==> src/verilog/cdr_defines.vh <==
`ifndef CDR_DEFINES_VH
`define CDR_DEFINES_VH

// Register subaddresses
`define CDR_ADDR_LOCK_STATUS 8'h06
`define CDR_ADDR_CONTROL_A 8'h08
`define CDR_ADDR_CONTROL_B 8'h09
`define CDR_ADDR_CONTROL_C 8'h0a
`define CDR_ADDR_REF_SETUP 8'h0f
`define CDR_ADDR_OUTPUT_CTRL 8'h1e
`define CDR_ADDR_HIGHEST 8'h1e

// Reset values
`define CDR_RST_CONTROL_A 8'h00
`define CDR_RST_CONTROL_B 8'h00
`define CDR_RST_CONTROL_C 8'h04
`define CDR_RST_REF_SETUP 8'h00
`define CDR_RST_OUTPUT_CTRL 8'h00

// Field positions
`define RECOVERY_MODE_FIELD_MSB 6
`define RECOVERY_MODE_FIELD_LSB 4
`define RECOVERY_MODE_FIELD_REFERENCE 3'h2
`define CDR_BIT_CLEAR_STATIC 2
`define CDR_BIT_START_ACQ 6
`define CDR_BIT_LOCK_PIN_CFG 4
`define CDR_BIT_REF_PDN 2
`define CDR_BIT_FAST_ACQ 0
`define CDR_RANGE_MSB 5
`define CDR_RANGE_LSB 4
`define CDR_RATIO_MSB 3
`define CDR_RATIO_LSB 0
`define CDR_BIT_SQUELCH 5
`define CDR_BIT_DATA_OFF 4
`define CDR_BIT_CLOCK_OFF 3
`define CDR_BIT_POLARITY 1
`define CDR_BIT_STATIC_LOL 2
`define CDR_BIT_LIVE_LOL 3

// Slave address, upper six bits
`define CDR_SLAVE_ADDR_HI 6'h20

// Lock detector thresholds in ppm
`define CDR_LOCK_PPM 16'd250
`define CDR_UNLOCK_PPM 16'd1000

// Harmonic detect window in data transitions
`define CDR_HARM_TRANSITIONS 65536

`endif

==> src/verilog/cdr_lock_ctrl_i2c_slave.v <==
`timescale 1ns/10ps
`include "cdr_defines.vh"


module cdr_lock_ctrl_i2c_slave #(
    parameter HARM_TRANSITIONS = `CDR_HARM_TRANSITIONS
) (
    clk,
    rst,
    sckIn,
    sdaIn,
    sdaOut,
    sdaOe,
    addrSelectPin,
    freqErrorRefPpm,
    freqErrorDataPpm,
    harmonicHint,
    dataTransition,
    lossOfLockOut,
    phaseLoopEnable,
    referenceAcqMode,
    freqAcqStart,
    fastAcqEnable,
    referenceBufferPowerdown,
    referenceRangeField,
    dataReferenceRatio,
    dataOutputOff,
    clockOutputOff,
    dataForceConstant,
    dataPolarityInvert
);
    input wire clk;
    input wire rst;
    input wire sckIn;
    input wire sdaIn;
    output reg sdaOut;
    output reg sdaOe;
    input wire addrSelectPin;
    input wire [15:0] freqErrorRefPpm;
    input wire [15:0] freqErrorDataPpm;
    input wire harmonicHint;
    input wire dataTransition;
    output reg lossOfLockOut;
    output reg phaseLoopEnable;
    output reg referenceAcqMode;
    output reg freqAcqStart;
    output reg fastAcqEnable;
    output reg referenceBufferPowerdown;
    output reg [1:0] referenceRangeField;
    output reg [3:0] dataReferenceRatio;
    output reg dataOutputOff;
    output reg clockOutputOff;
    output reg dataForceConstant;
    output reg dataPolarityInvert;

    // One-hot bus states
    localparam [4:0] ST_IDLE = 5'h01;
    localparam [4:0] ST_ADDR = 5'h02;
    localparam [4:0] ST_SUB = 5'h04;
    localparam [4:0] ST_WDATA = 5'h08;
    localparam [4:0] ST_RDATA = 5'h10;

    // Last count of the harmonic window, cut to the counter width
    localparam [31:0] HARM_LAST_WIDE = HARM_TRANSITIONS - 1;
    localparam [16:0] HARM_LAST = HARM_LAST_WIDE[16:0];

    // Filtered bus lines and address select pin
    wire sckLevel;
    wire sckRise;
    wire sckFall;
    wire sdaLevel;
    wire sdaRise;
    wire sdaFall;
    wire addrSelect;

    // Control registers
    reg [7:0] recoveryControlA;
    reg [7:0] recoveryControlB;
    reg [7:0] recoveryControlC;
    reg [7:0] referenceLockSetup;
    reg [7:0] outputControl;

    // Bus engine state
    reg [4:0] state;
    reg [3:0] bitCnt;
    reg [7:0] rxShift;
    reg [7:0] txShift;
    reg [7:0] subAddr;
    reg readDir;

    // Lock detector state
    reg locked;
    reg staticLol;
    reg [16:0] harmCount;
    reg clearStaticPulse;
    reg startAcqPulse;
    reg modeChangePulse;

    // Combinational helpers
    reg [7:0] readByte;
    wire refMode;
    wire [15:0] activeError;
    wire harmonicFound;
    wire restartAcq;
    wire [7:0] nextSubAddr;

    // Mapped subaddress check, used only by the subaddress ack path
    function isMapped;
        input [7:0] addr;
        begin
            isMapped = (addr == `CDR_ADDR_LOCK_STATUS) || (addr == `CDR_ADDR_CONTROL_A) ||
                (addr == `CDR_ADDR_CONTROL_B) || (addr == `CDR_ADDR_CONTROL_C) ||
                (addr == `CDR_ADDR_REF_SETUP) || (addr == `CDR_ADDR_OUTPUT_CTRL);
        end
    endfunction

    cdr_pin_filter sckFilter (
        .clk(clk),
        .rst(rst),
        .pinIn(sckIn),
        .level(sckLevel),
        .rise(sckRise),
        .fall(sckFall)
    );

    cdr_pin_filter sdaFilter (
        .clk(clk),
        .rst(rst),
        .pinIn(sdaIn),
        .level(sdaLevel),
        .rise(sdaRise),
        .fall(sdaFall)
    );

    cdr_pin_filter selFilter (
        .clk(clk),
        .rst(rst),
        .pinIn(addrSelectPin),
        .level(addrSelect),
        .rise(),
        .fall()
    );

    assign refMode = (recoveryControlA[`RECOVERY_MODE_FIELD_MSB:`RECOVERY_MODE_FIELD_LSB] == `RECOVERY_MODE_FIELD_REFERENCE);
    assign activeError = refMode ? freqErrorRefPpm : freqErrorDataPpm;
    // harmonic window only outside reference mode
    assign harmonicFound = harmonicHint && locked && !refMode &&
        dataTransition && (harmCount == HARM_LAST);
    assign restartAcq = startAcqPulse || modeChangePulse;
    // read address saturates at the top
    assign nextSubAddr = (subAddr >= `CDR_ADDR_HIGHEST) ? `CDR_ADDR_HIGHEST : subAddr + 8'h01;

    // Read data for the current subaddress
    always @* begin
        case (subAddr)
            `CDR_ADDR_LOCK_STATUS: begin
                readByte = 8'h00;
                readByte[`CDR_BIT_STATIC_LOL] = staticLol;
                readByte[`CDR_BIT_LIVE_LOL] = ~locked;
            end
            `CDR_ADDR_CONTROL_A: readByte = recoveryControlA;
            `CDR_ADDR_CONTROL_B: readByte = recoveryControlB;
            `CDR_ADDR_CONTROL_C: readByte = recoveryControlC;
            `CDR_ADDR_REF_SETUP: readByte = referenceLockSetup;
            `CDR_ADDR_OUTPUT_CTRL: readByte = outputControl;
            default: readByte = 8'h00;
        endcase
    end

    // Serial engine and register writes
    always @(posedge clk) begin
        if (rst) begin
            state <= ST_IDLE;
            bitCnt <= 4'h0;
            rxShift <= 8'h00;
            txShift <= 8'h00;
            subAddr <= 8'h00;
            readDir <= 1'b0;
            sdaOut <= 1'b0;
            sdaOe <= 1'b0;
            recoveryControlA <= `CDR_RST_CONTROL_A;
            recoveryControlB <= `CDR_RST_CONTROL_B;
            recoveryControlC <= `CDR_RST_CONTROL_C;
            referenceLockSetup <= `CDR_RST_REF_SETUP;
            outputControl <= `CDR_RST_OUTPUT_CTRL;
            clearStaticPulse <= 1'b0;
            startAcqPulse <= 1'b0;
            modeChangePulse <= 1'b0;
        end else begin
            clearStaticPulse <= 1'b0;
            startAcqPulse <= 1'b0;
            modeChangePulse <= 1'b0;
            sdaOut <= 1'b0;
            // start seen anywhere restarts address phase
            if (sdaFall && sckLevel) begin
                state <= ST_ADDR;
                bitCnt <= 4'h0;
                sdaOe <= 1'b0;
            // stop seen anywhere returns to idle
            end else if (sdaRise && sckLevel) begin
                state <= ST_IDLE;
                bitCnt <= 4'h0;
                sdaOe <= 1'b0;
            end else begin
                case (state)
                    ST_IDLE: begin
                        sdaOe <= 1'b0;
                    end
                    ST_ADDR, ST_SUB, ST_WDATA: begin
                        if (sckRise && (bitCnt < 4'h8)) begin
                            rxShift <= {rxShift[6:0], sdaLevel};
                            bitCnt <= bitCnt + 4'h1;
                        end else if (sckFall && (bitCnt == 4'h8)) begin
                            if (state == ST_ADDR) begin
                                if (rxShift[7:1] == {`CDR_SLAVE_ADDR_HI, addrSelect}) begin
                                    sdaOe <= 1'b1;
                                    readDir <= rxShift[0];
                                    bitCnt <= 4'h9;
                                end else begin
                                    state <= ST_IDLE;
                                    bitCnt <= 4'h0;
                                end
                            end else if (state == ST_SUB) begin
                                if (isMapped(rxShift)) begin
                                    subAddr <= rxShift;
                                    sdaOe <= 1'b1;
                                    bitCnt <= 4'h9;
                                end else begin
                                    state <= ST_IDLE;
                                    bitCnt <= 4'h0;
                                end
                            end else begin
                                // Data byte accepted
                                sdaOe <= 1'b1;
                                bitCnt <= 4'h9;
                                subAddr <= subAddr + 8'h01;
                                case (subAddr)
                                    `CDR_ADDR_CONTROL_A: begin
                                        recoveryControlA <= rxShift;
                                        // one then zero clears static bit
                                        clearStaticPulse <=
                                            recoveryControlA[`CDR_BIT_CLEAR_STATIC] &&
                                            !rxShift[`CDR_BIT_CLEAR_STATIC];
                                        modeChangePulse <= (rxShift[`RECOVERY_MODE_FIELD_MSB:`RECOVERY_MODE_FIELD_LSB]
                                            != recoveryControlA[`RECOVERY_MODE_FIELD_MSB:`RECOVERY_MODE_FIELD_LSB]);
                                    end
                                    `CDR_ADDR_CONTROL_B: begin
                                        recoveryControlB <= rxShift;
                                        // Start bit completes 0-1-0
                                        startAcqPulse <= recoveryControlB[`CDR_BIT_START_ACQ] &&
                                            !rxShift[`CDR_BIT_START_ACQ];
                                    end
                                    `CDR_ADDR_CONTROL_C: recoveryControlC <= rxShift;
                                    `CDR_ADDR_REF_SETUP: referenceLockSetup <= rxShift;
                                    `CDR_ADDR_OUTPUT_CTRL: outputControl <= rxShift;
                                    default: begin
                                    end
                                endcase
                            end
                        end else if (sckFall && (bitCnt == 4'h9)) begin
                            // End of acknowledge slot
                            bitCnt <= 4'h0;
                            sdaOe <= 1'b0;
                            if (state == ST_ADDR) begin
                                if (readDir) begin
                                    state <= ST_RDATA;
                                    txShift <= {readByte[6:0], 1'b0};
                                    sdaOe <= ~readByte[7];
                                    bitCnt <= 4'h1;
                                end else begin
                                    state <= ST_SUB;
                                end
                            end else begin
                                state <= ST_WDATA;
                            end
                        end
                    end
                    ST_RDATA: begin
                        if (sckFall && (bitCnt < 4'h8)) begin
                            // Next data bit, MSB first
                            sdaOe <= ~txShift[7];
                            txShift <= {txShift[6:0], 1'b0};
                            bitCnt <= bitCnt + 4'h1;
                        end else if (sckFall && (bitCnt == 4'h8)) begin
                            // Release for master acknowledge
                            sdaOe <= 1'b0;
                            bitCnt <= 4'h9;
                        end else if (sckRise && (bitCnt == 4'h9)) begin
                            if (sdaLevel) begin
                                state <= ST_IDLE;
                                bitCnt <= 4'h0;
                            end else begin
                                subAddr <= nextSubAddr;
                                bitCnt <= 4'ha;
                            end
                        end else if (sckFall && (bitCnt == 4'ha)) begin
                            // Load and drive next byte
                            txShift <= {readByte[6:0], 1'b0};
                            sdaOe <= ~readByte[7];
                            bitCnt <= 4'h1;
                        end
                    end
                    default: begin
                        state <= ST_IDLE;
                        bitCnt <= 4'h0;
                        sdaOe <= 1'b0;
                    end
                endcase
            end
        end
    end

    // Harmonic transition counter
    always @(posedge clk) begin
        if (rst) begin
            harmCount <= 17'h00000;
        // idle while in reference mode or unlocked
        end else if (!harmonicHint || !locked || refMode) begin
            harmCount <= 17'h00000;
        // count data transitions up to the window
        end else if (dataTransition) begin
            if (harmCount == HARM_LAST) begin
                harmCount <= 17'h00000;
            end else begin
                harmCount <= harmCount + 17'h00001;
            end
        end
    end

    // Lock detector with hysteresis and sticky flag
    always @(posedge clk) begin
        if (rst) begin
            locked <= 1'b0;
            staticLol <= 1'b0;
        end else begin
            if (!locked) begin
                if (!restartAcq && (activeError <= `CDR_LOCK_PPM)) begin
                    locked <= 1'b1;
                end
            // loss above 1000 ppm, harmonic forces reacquire
            end else if ((activeError > `CDR_UNLOCK_PPM) || harmonicFound || restartAcq) begin
                locked <= 1'b0;
            end
            if (locked && ((activeError > `CDR_UNLOCK_PPM) || harmonicFound || restartAcq)) begin
                staticLol <= 1'b1;
            end else if (clearStaticPulse) begin
                staticLol <= 1'b0;
            end
        end
    end

    // Registered outputs to analog and loops
    always @(posedge clk) begin
        if (rst) begin
            lossOfLockOut <= 1'b1;
            phaseLoopEnable <= 1'b0;
            referenceAcqMode <= 1'b0;
            freqAcqStart <= 1'b0;
            fastAcqEnable <= 1'b0;
            referenceBufferPowerdown <= 1'b1;
            referenceRangeField <= 2'h0;
            dataReferenceRatio <= 4'h0;
            dataOutputOff <= 1'b0;
            clockOutputOff <= 1'b0;
            dataForceConstant <= 1'b0;
            dataPolarityInvert <= 1'b0;
        end else begin
            // pin shows static or live state
            lossOfLockOut <= recoveryControlB[`CDR_BIT_LOCK_PIN_CFG] ? staticLol : ~locked;
            phaseLoopEnable <= locked;
            referenceAcqMode <= refMode;
            freqAcqStart <= restartAcq;
            fastAcqEnable <= recoveryControlC[`CDR_BIT_FAST_ACQ];
            referenceBufferPowerdown <= recoveryControlC[`CDR_BIT_REF_PDN];
            referenceRangeField <= referenceLockSetup[`CDR_RANGE_MSB:`CDR_RANGE_LSB];
            dataReferenceRatio <= referenceLockSetup[`CDR_RATIO_MSB:`CDR_RATIO_LSB];
            dataOutputOff <= outputControl[`CDR_BIT_DATA_OFF];
            // data disable takes the clock too
            clockOutputOff <= outputControl[`CDR_BIT_CLOCK_OFF] ||
                outputControl[`CDR_BIT_DATA_OFF];
            dataForceConstant <= outputControl[`CDR_BIT_SQUELCH] &&
                !outputControl[`CDR_BIT_DATA_OFF];
            dataPolarityInvert <= outputControl[`CDR_BIT_POLARITY];
        end
    end
endmodule

==> src/verilog/cdr_pin_filter.v <==
`timescale 1ns/10ps

module cdr_pin_filter (
    clk,
    rst,
    pinIn,
    level,
    rise,
    fall
);
    input wire clk;
    input wire rst;
    input wire pinIn;
    output reg level;
    output reg rise;
    output reg fall;

    // Three-stage sampler; stage one feeds stage two only
    reg stage1;
    reg stage2;
    reg stage3;

    // Sample chain, accept a change once stages two and three agree
    always @(posedge clk) begin
        if (rst) begin
            stage1 <= 1'b1;
            stage2 <= 1'b1;
            stage3 <= 1'b1;
            level <= 1'b1;
            rise <= 1'b0;
            fall <= 1'b0;
        end else begin
            stage1 <= pinIn;
            stage2 <= stage1;
            stage3 <= stage2;
            rise <= 1'b0;
            fall <= 1'b0;
            // Agreed new value
            if ((stage2 == stage3) && (stage3 != level)) begin
                level <= stage3;
                rise <= stage3;
                fall <= ~stage3;
            end
        end
    end
endmodule
==> config.mk <==
export PLATFORM = sky130hd
export DESIGN_NAME = cdr_lock_ctrl_i2c_slave
export DESIGN_NICKNAME = d
export VERILOG_FILES = /design/src/verilog/cdr_lock_ctrl_i2c_slave.v /design/src/verilog/cdr_pin_filter.v
export VERILOG_INCLUDE_DIRS = /design/src /design/src/verilog
export SDC_FILE = /design/constraint.sdc
export NUM_CORES = 1
export LEC_CHECK = 0
export ABC_AREA = 0
export BUFFER_PORTS_ARGS = -buffer_cell sky130_fd_sc_hd__buf_2
export CAP_MARGIN = 0
export CORE_MARGIN = 5
export CORE_UTILIZATION = 52
export DETAILED_ROUTE_END_ITERATION = 8
export GPL_ROUTABILITY_DRIVEN = 0
export PLACE_DENSITY_LB_ADDON = 0.05
export SETUP_SLACK_MARGIN = 0.2
export SLEW_MARGIN = 20
export SYNTH_ARGS = -nofsm -noshare
export SYNTH_HDL_FRONTEND = slang
export SYNTH_SLANG_ARGS = --single-unit
==> constraint.sdc <==
create_clock -name clk -period 2.5 [get_ports clk]
set_clock_uncertainty 0.05 [all_clocks]
set_input_delay 0.625 -clock clk [delete_from_list [all_inputs] [get_ports clk]]
set_output_delay 0.625 -clock clk [all_outputs]
set_load 0.02 [all_outputs]
==> results of run 1 <==
==> routing by layer <==
metal / track usage, % / vias up
li1: - / 2522
met1: 28.4 / 2538
met2: 37.6 / 143
met3: 6.54 / 35
met4: 10.5 / 0
met5: 0 / -
==> synthesized netlist by cell type, types with 7 or more instances <==
| cell type | n |
|---|---|
| or3_1 | 7 |
| mux2i_1 | 53 |
| a21oi_1 | 28 |
| nand2_1 | 45 |
| xor2_1 | 13 |
| nand3_1 | 25 |
| dfxtp_1 | 128 |
| and3_1 | 7 |
| ha_1 | 9 |
| or2_2 | 11 |
| a211oi_1 | 9 |
| nor3_1 | 14 |
| a222oi_1 | 8 |
| nand4_1 | 13 |
| nor2_1 | 98 |
| nor2b_1 | 14 |
| xnor2_1 | 9 |
| inv_1 | 9 |
| clkbuf_1 | 21 |
| o21ai_0 | 18 |
| a31oi_1 | 8 |
==> final cells by class <==
cell class	count	area (um^2)	share of cell area, %
clock buffers	24	472	6.63
multi-input cells	490	3270	46.0
flip-flops and latches	128	2560	36.0
clock inverters	6	60.1	0.844
well taps	143	179	2.52
inverters	10	37.5	0.528
repair buffers	84	531	7.46
==> flip-flops by register name, summed over array words and instances, names as in the netlist, 5 cells and up <==
name                count
referenceLockSetup      8
harmCount              17
recoveryControlC        8
outputControl           8
recoveryControlB        8
subAddr                 8
txShift                 7
rxShift                 8
state                   5
recoveryControlA        8
==> critical path: stages, from the launching register on <==
cell and delay (ns):
dfxtp_1 0.40, inv_1 0.09, ha_1 0.31, buf_4 0.21, a222oi_1 0.46, o221ai_1 0.24
a21oi_1 0.23, or3_1 0.15, a21oi_1 0.06
==> repair_timing <==
item,CTS,global route
cloned,0,1
buffers inserted,0,2
gates resized for setup,1,12
pin swaps,0,6
endpoints found under the setup margin,2,37
==> through the flow <==
stage          util (%)  hold WS, ns
2_1_floorplan         -        0.339
3_3_place_gp       56.8        0.342
3_5_place_dp       56.8        0.345
4_1_cts            61.5        0.321
5_1_grt            62.3        0.324
6_report           62.3        0.335
==> worst paths after layout <==
path	endpoint	cells past startpoint	from
setup / recovery	txShift[4]	8	subAddr[1]
setup reg to reg	txShift[4]	8	subAddr[1]
hold / removal	selFilter.stage1	2	addrSelectPin
hold reg to reg	sdaFilter.stage2	1	sdaFilter.stage1
==> power by group through the flow <==
stage | Clock (mW) | Sequential, mW | Combinational (mW)
global placement | 0 | 2.09 | 0.0892
finish | 2.26 | 2.05 | 0.0934
detailed placement | 0 | 2.10 | 0.0928
floorplan | 0 | 2.09 | 0.0477
global route | 2.41 | 2.05 | 0.103
CTS | 2.30 | 2.05 | 0.0931
==> cells by family after synthesis <==
family                     after synthesis  share of synthesized area [%]
and+or+nand+nor                        280                           24.5
DFF                                    128                           42.4
AOI/OAI and AO/OA                      122                           14.5
muxes                                   54                           8.97
buffers and inverters                   48                           4.31
xor gates and xnor gates                22                           3.19
adders and majority gates               10                           2.03
other                                    1                         0.0621
==> flow_metrics.env, run 1 <==
export IMPL_drt_met1_wl_um=6900
export IMPL_postRouteAntennaNets=0
export IMPL_rows=39
export IMPL_layout_drive_gt1_share_pct=21.2
export IMPL_holdBufCountCts=0
export IMPL_grt_pass1_vias=5100
export IMPL_grt_max_degree=78
export IMPL_tns_ns=0
export IMPL_die_area_mm2=0.0139
export IMPL_internal_power_mw=3.49
export IMPL_fmax_mhz=436
export IMPL_endpoint_kind="flip-flop"
export IMPL_hp_class="input pin to flip-flop"
export IMPL_die_w_um=118
export IMPL_antenna_found_initial=0
export IMPL_wirelength_um=16000
export IMPL_cap_violations=0
export IMPL_synthArstFlopShare_pct=0
export IMPL_mostFrequentLayoutCells="dfxtp_1, nor2_1, buf_2"
export IMPL_crit_required_ns=2.76
export IMPL_startpoint_type="flip-flop"
export IMPL_arrival_ns=2.56
export IMPL_p_sw_mw=0.919
export IMPL_min_period_ns=2.29
export IMPL_start_util_pct=52.9
export IMPL_clkSlewWorstSetupHoldPaths_ns=0.05
export IMPL_syn_area_per_cell_um2=9.08
export IMPL_synth_area_mm2=0.00604
export IMPL_clk_path_buf_depth=2
export IMPL_r2r_setup_slack_ns=0.21
export IMPL_antennaDiodeCount=0
export IMPL_synth_seq_cells=128
export IMPL_grt_pass1_wl_um=25900
export IMPL_io_buffers=55
export IMPL_finalPower_mw=4.41
export IMPL_tightest_slew_ns=0.573
export IMPL_grt_overflow=0
export IMPL_pin_count=57
export IMPL_synthDistinctLibCells=77
export IMPL_maxSlewViolCount=0
export IMPL_route_top_layer_used="met4"
export IMPL_grtUsageTotal_pct=23.1
export IMPL_rsz0062_at_grt="yes"
export IMPL_yosysWarnings=0
export IMPL_dp_slack_ns=0.214
export IMPL_final_nets=779
export IMPL_drc=0
export IMPL_swShare_pct=20.9
export IMPL_yosys_area_top_type="dfxtp_1"
export IMPL_final_cells=885
export IMPL_place_area_mm2=0.00648
export IMPL_place_hpwl_um=11400
export IMPL_synth_edff_count=0
export IMPL_clockRootBuffer="clkbuf_16"
export IMPL_tritoncts="yes"
export IMPL_insertion_delay_ns=0.43
export IMPL_ir_drop_uv=702
export IMPL_clkPwrFrac_pct=51.3
export IMPL_synth_main_ff_cell="dfxtp_1"
export IMPL_route_vias_total=5238
export IMPL_place_inst=852
export IMPL_drtIter0Drc=517
export IMPL_yosys_top_cells_area="dfxtp_1, mux2i_1, nor2_1, nand2_1, a21oi_1"
export IMPL_p_comb_share_pct=2.1
export IMPL_final_common_cell="dfxtp_1"
export IMPL_cts_buffers=17
export IMPL_clock_sinks=128
export IMPL_final_hold_violation_count=0
export IMPL_fillers=1027
export IMPL_p_leak_nw=2.92
export IMPL_slew_headroom_pct=61.4
export IMPL_yosysTopAreaCellShare_pct=42.4
export IMPL_seqPwrFrac_pct=46.6
export IMPL_status="complete, no violations"
export IMPL_wire_per_inst_um=18.1
export IMPL_area_growth_pct=17.8
export IMPL_viasPerCell=5.92
export IMPL_setup_slack_ns=0.206
export IMPL_core_area_mm2=0.0114
export IMPL_chipHeight_um=118
export IMPL_wl_met3_um=853
export IMPL_design_area_mm2=0.00711
export IMPL_syn_nets=713
export IMPL_crit_fanout=7
export IMPL_finalCritPeriodShare_pct=91.8
export IMPL_ys_seq_area_share_pct=42.4
export IMPL_ctsHtreeMaxLevel=4
export IMPL_synth_cells=665
export IMPL_cellPowerDensity_mw_per_mm2=619
export IMPL_critical_path_class="flip-flop to flip-flop"
export IMPL_setup_violations=0
export IMPL_wl_met2_um=7910
export IMPL_first_pass_iters=7
(Power assumes the default switching activity.)
==> run 2: changes to the inputs <==
--- a/config.mk
+++ b/config.mk
@@ -13,6 +13,7 @@
 export CORE_UTILIZATION = 52
 export DETAILED_ROUTE_END_ITERATION = 8
 export GPL_ROUTABILITY_DRIVEN = 0
+export GPL_TIMING_DRIVEN = 0
 export PLACE_DENSITY_LB_ADDON = 0.05
 export SETUP_SLACK_MARGIN = 0.2
 export SLEW_MARGIN = 20
==> flow_metrics.env, run 2 (synthesized netlist as in run 1, its figures left out) <==
export IMPL_critPathMaxStageDelay_ns=0.42
export IMPL_finalPower_mw=4.65
export IMPL_clk_path_buf_depth=2
export IMPL_final_util_pct=63.3
export IMPL_viasPerCell=5.89
export IMPL_p_sw_mw=0.966
export IMPL_crit_fanout=10
export IMPL_wire_per_inst_um=18.0
export IMPL_tritoncts="yes"
export IMPL_gr_usage_met3_pct=4.90
export IMPL_die_area_mm2=0.0139
export IMPL_multiInputGateArea_mm2=0.00327
export IMPL_largest_reg_flops=17
export IMPL_holdBufCountCts=0
export IMPL_drtIter0Drc=456
export IMPL_tns_ns=0
export IMPL_use_met1_pct=29.2
export IMPL_pin_count=57
export IMPL_grt_pass1_wl_um=25900
export IMPL_p_comb_share_pct=2.1
export IMPL_endpoint_kind="flip-flop"
export IMPL_ctsHtreeMaxLevel=4
export IMPL_use_met2_pct=37.8
export IMPL_arrival_ns=2.51
export IMPL_grtUsageTotal_pct=23.2
export IMPL_setup_violations=0
export IMPL_r2r_setup_slack_ns=0.31
export IMPL_clkPwrFrac_pct=53.7
export IMPL_seqPwrFrac_pct=44.1
export IMPL_regArea_mm2=0.00256
export IMPL_min_period_ns=2.19
export IMPL_swShare_pct=20.8
export IMPL_rr_startpoint="subAddr[0]"
export IMPL_p_leak_nw=2.97
export IMPL_slew_headroom_pct=52.9
export IMPL_final_hold_violation_count=0
export IMPL_rr_endpoint="sdaOe"
export IMPL_critPathCapture="sdaOe"
export IMPL_startpoint="subAddr[0]"
export IMPL_first_pass_iters=6
export IMPL_cts_buffers=17
export IMPL_grt_pass1_vias=5137
export IMPL_antenna_found_initial=0
export IMPL_top_register="harmCount"
export IMPL_status="complete, no violations"
export IMPL_clockRootBuffer="clkbuf_16"
export IMPL_dp_slack_ns=0.125
export IMPL_core_area_mm2=0.0114
export IMPL_rsz0062_at_grt="yes"
export IMPL_worst_r2r_cell_count=7
export IMPL_cpLargestDelayFamily="compound AO/OA/AOI/OAI gates"
export IMPL_grt_overflow=0
export IMPL_startpoint_type="flip-flop"
export IMPL_cellPowerDensity_mw_per_mm2=643
export IMPL_area_growth_pct=19.7
export IMPL_antennaDiodeCount=0
export IMPL_final_common_cell="dfxtp_1"
export IMPL_crit_required_ns=2.82
export IMPL_crit_chain="inv_1 -> ha_2 -> buf_2 -> a222oi_1 -> o22ai_1 -> a221oi_1 -> o221a_2"
export IMPL_crit_cells=7
export IMPL_design_area_mm2=0.00723
export IMPL_maxSlewViolCount=0
export IMPL_ir_drop_uv=771
export IMPL_critical_path_class="flip-flop to flip-flop"
export IMPL_insertion_delay_ns=0.42
export IMPL_final_nets=793
export IMPL_postRouteAntennaNets=0
export IMPL_chipHeight_um=118
export IMPL_die_w_um=118
export IMPL_route_vias_total=5306
export IMPL_finalCritPeriodShare_pct=87.7
export IMPL_start_util_pct=52.9
export IMPL_fillers=1014
export IMPL_cap_violations=0
export IMPL_grt_max_degree=17
export IMPL_internal_power_mw=3.68
export IMPL_clkSlewWorstSetupHoldPaths_ns=0.06
export IMPL_cp_num_buf_inv=2
export IMPL_setup_slack_ns=0.307
export IMPL_tightest_slew_ns=0.707
export IMPL_layout_drive_gt1_share_pct=21.5
export IMPL_hp_class="input pin to flip-flop"
export IMPL_io_buffers=54
export IMPL_place_area_mm2=0.00649
export IMPL_place_hpwl_um=11700
export IMPL_critPathSlowestCell="dfxtp_1"
export IMPL_clock_sinks=128
export IMPL_drc=0
export IMPL_fmax_mhz=456
export IMPL_mostFrequentLayoutCells="dfxtp_1, nor2_1, buf_2"
export IMPL_wirelength_um=16200
export IMPL_rows=39
export IMPL_busiest_layer="met2"
==> run 2: what timing repair did <==
| action | CTS | global route |
|---|---|---|
| resized for setup | 5 | 24 |
| setup endpoints to repair | 12 | 53 |
| pin swaps | 0 | 7 |
| buffers inserted | 0 | 7 |
==> run 2: layer usage <==
metal	vias to the layer above	part of all wire [%]	routed length (um)
met4	0	3.3	539
met3	38	5.0	808
li1	2553	-	-
met2	170	49	7940
met1	2545	43	6920
met5	-	0	0
==> run 2: layout make-up <==
| class | count | area share, % |
|---|---|---|
| buffer | 38 | 3.24 |
| tap | 143 | 2.48 |
| multi-input combinational | 489 | 45.3 |
| clock buffer | 19 | 6.13 |
| sequential | 128 | 35.5 |
| clock inverter | 13 | 2.22 |
| timing repair buffer | 61 | 4.64 |
| inverter | 10 | 0.519 |
==> run 2: power by group through the flow <==
| stage | clock network, mW | logic [mW] | registers (mW) |
|---|---|---|---|
| global placement | 0 | 0.0960 | 2.09 |
| floorplan | 0 | 0.0477 | 2.09 |
| finish | 2.50 | 0.0991 | 2.05 |
| CTS | 2.54 | 0.0988 | 2.05 |
| detailed placement | 0 | 0.0980 | 2.10 |
| global route | 2.65 | 0.110 | 2.05 |
==> run 2: worst register-to-register path: cells and delay by family, from the launching register on <==
kind	cells	cell delay, ns
flops	1	0.42
compound gates	4	1.09
fa+ha+maj	1	0.25
buf+inv	2	0.34
==> run 2: stage by stage <==
stage | cells | hold slack [ns]
final | 901 | 0.336
after CTS | 894 | 0.327
after floorplan | 665 | 0.339
after global placement | 862 | 0.342
after global routing | 901 | 0.326
after detailed placement | 862 | 0.349
==> run 2: worst min path at each step <==
stage | from | to | cells after the start
after floorplan | sckFilter.stage1 | sckFilter.stage2 | 1
after global placement | selFilter.stage1 | selFilter.stage2 | 1
after detailed placement | sckFilter.stage1 | sckFilter.stage2 | 1
after CTS | sckIn | sckFilter.stage1 | 2
after global routing | sckIn | sckFilter.stage1 | 2
final | sckIn | sckFilter.stage1 | 2
==> run 3: changes to the inputs <==
--- a/config.mk
+++ b/config.mk
@@ -14,7 +14,7 @@
 export DETAILED_ROUTE_END_ITERATION = 8
 export GPL_ROUTABILITY_DRIVEN = 0
 export GPL_TIMING_DRIVEN = 0
-export PLACE_DENSITY_LB_ADDON = 0.05
+export PLACE_DENSITY = 0.71
 export SETUP_SLACK_MARGIN = 0.2
 export SLEW_MARGIN = 20
 export SYNTH_ARGS = -nofsm -noshare
==> flow_metrics.env, run 3 (synthesized netlist as in run 1, its figures left out) <==
export IMPL_status="complete, no violations"
export IMPL_grt_max_degree=17
export IMPL_swShare_pct=20.8
export IMPL_ir_drop_uv=541
export IMPL_setup_slack_ns=0.283
export IMPL_ctsHtreeMaxLevel=4
export IMPL_tightest_slew_ns=0.746
export IMPL_largest_reg_flops=17
export IMPL_top_register="harmCount"
export IMPL_crit_required_ns=2.74
export IMPL_p_comb_share_pct=2.3
export IMPL_hp_class="input pin to flip-flop"
export IMPL_dp_slack_ns=0.182
export IMPL_start_util_pct=52.9
export IMPL_seqPwrFrac_pct=45.1
export IMPL_clockRootBuffer="clkbuf_16"
export IMPL_final_nets=788
export IMPL_clkSlewWorstSetupHoldPaths_ns=0.06
export IMPL_wire_per_inst_um=17.9
export IMPL_io_buffers=54
export IMPL_min_period_ns=2.22
export IMPL_final_util_pct=62.7
export IMPL_startpoint_type="flip-flop"
export IMPL_clkPwrFrac_pct=52.6
export IMPL_grt_overflow=0
export IMPL_pin_count=57
export IMPL_endpoint_kind="flip-flop"
export IMPL_place_area_mm2=0.00649
export IMPL_viasPerCell=5.95
export IMPL_grt_pass1_vias=5362
export IMPL_crit_fanout=10
export IMPL_place_hpwl_um=11300
export IMPL_die_w_um=118
export IMPL_cap_violations=0
export IMPL_rsz0062_at_grt="yes"
export IMPL_holdBufCountCts=0
export IMPL_cts_buffers=17
export IMPL_r2r_setup_slack_ns=0.28
export IMPL_tritoncts="yes"
export IMPL_antenna_found_initial=0
export IMPL_first_pass_iters=7
export IMPL_tns_ns=0
export IMPL_cellPowerDensity_mw_per_mm2=635
export IMPL_antennaDiodeCount=0
export IMPL_critical_path_class="flip-flop to flip-flop"
export IMPL_drc=0
export IMPL_area_growth_pct=18.6
export IMPL_die_area_mm2=0.0139
export IMPL_wirelength_um=16000
export IMPL_route_vias_total=5331
export IMPL_slew_headroom_pct=50.3
export IMPL_arrival_ns=2.45
export IMPL_core_area_mm2=0.0114
export IMPL_maxSlewViolCount=0
export IMPL_clk_path_buf_depth=2
export IMPL_grt_pass1_wl_um=26200
export IMPL_final_hold_violation_count=0
export IMPL_p_sw_mw=0.945
export IMPL_chipHeight_um=118
export IMPL_mostFrequentLayoutCells="dfxtp_1, nor2_1, buf_2"
export IMPL_rows=39
export IMPL_final_common_cell="dfxtp_1"
export IMPL_postRouteAntennaNets=0
export IMPL_fmax_mhz=451
export IMPL_insertion_delay_ns=0.42
export IMPL_drtIter0Drc=472
export IMPL_setup_violations=0
export IMPL_design_area_mm2=0.00716
export IMPL_finalCritPeriodShare_pct=88.7
export IMPL_p_leak_nw=2.92
export IMPL_clock_sinks=128
export IMPL_internal_power_mw=3.60
export IMPL_layout_drive_gt1_share_pct=20.1
export IMPL_grtUsageTotal_pct=23.2
## run 3: cell count changes in the layout (fill, tap and decap cells not counted), moves of 2 or more
| cell | previous run | this run |
|---|---|---|
| clkbuf_1 | 16 | 22 |
| buf_4 | 11 | 6 |
| buf_2 | 60 | 58 |
| inv_6 | 3 | 1 |
## run 3: layer usage
metal | up-vias | wire length, um | GRT usage, % | part of all wire [%]
met3 | 32 | 936 | 5.57 | 5.8
met1 | 2560 | 6670 | 27.6 | 42
met2 | 191 | 8030 | 39.7 | 50
met4 | 0 | 408 | 9.96 | 2.5
met5 | - | 0 | 0 | 0
li1 | 2548 | - | - | -
## run 3: cell type report
| class | count | area [um^2] |
|---|---|---|
| buffer | 38 | 226 |
| clock buffer | 23 | 468 |
| clock inverter | 9 | 106 |
| fill | 973 | 4260 |
| inverter | 10 | 37.5 |
| multi-input combinational | 489 | 3270 |
| sequential | 128 | 2570 |
| tap | 143 | 179 |
| timing repair buffer | 56 | 310 |
## run 3: power by group through the flow
stage	clock network (mW)	registers (mW)	logic [mW]
after floorplan	0	2.09	0.0477
final	2.39	2.05	0.103
after global routing	2.53	2.05	0.112
after CTS	2.42	2.05	0.101
after detailed placement	0	2.10	0.101
after global placement	0	2.09	0.0977
## run 3: path summary, 6_finish.rpt
kind | startpoint | to | cells past startpoint
worst max register to register | state[3] | txShift[3] | 7
worst max-delay path | state[3] | txShift[3] | 7
worst min register to register | sdaFilter.stage1 | sdaFilter.stage2 | 1
worst min-delay path | addrSelectPin | selFilter.stage1 | 2
## run 3: worst max-delay path: stages, from the launching register on
cell,delay [ns]
dfxtp_2,0.36
o21ai_0,0.31
o211ai_2,0.28
o22ai_1,0.29
and4_1,0.30
buf_4,0.20
mux2i_1,0.23
nor2_1,0.06
## run 3: metrics by stage
stage	cells	hold slack (ns)	power, mW
after floorplan	665	0.339	2.14
after global placement	862	0.349	2.19
after detailed placement	862	0.352	2.20
after CTS	894	0.328	4.57
after global routing	896	0.324	4.69
final	896	0.340	4.55
## run 3: repair_timing
action / 4_1_cts / 5_1_grt
resized for setup: 1 / 17
setup buffers: 0 / 2
endpoints found under the hold margin: 0 / 0
pin swaps: 0 / 4
endpoints found under the setup margin: 2 / 54
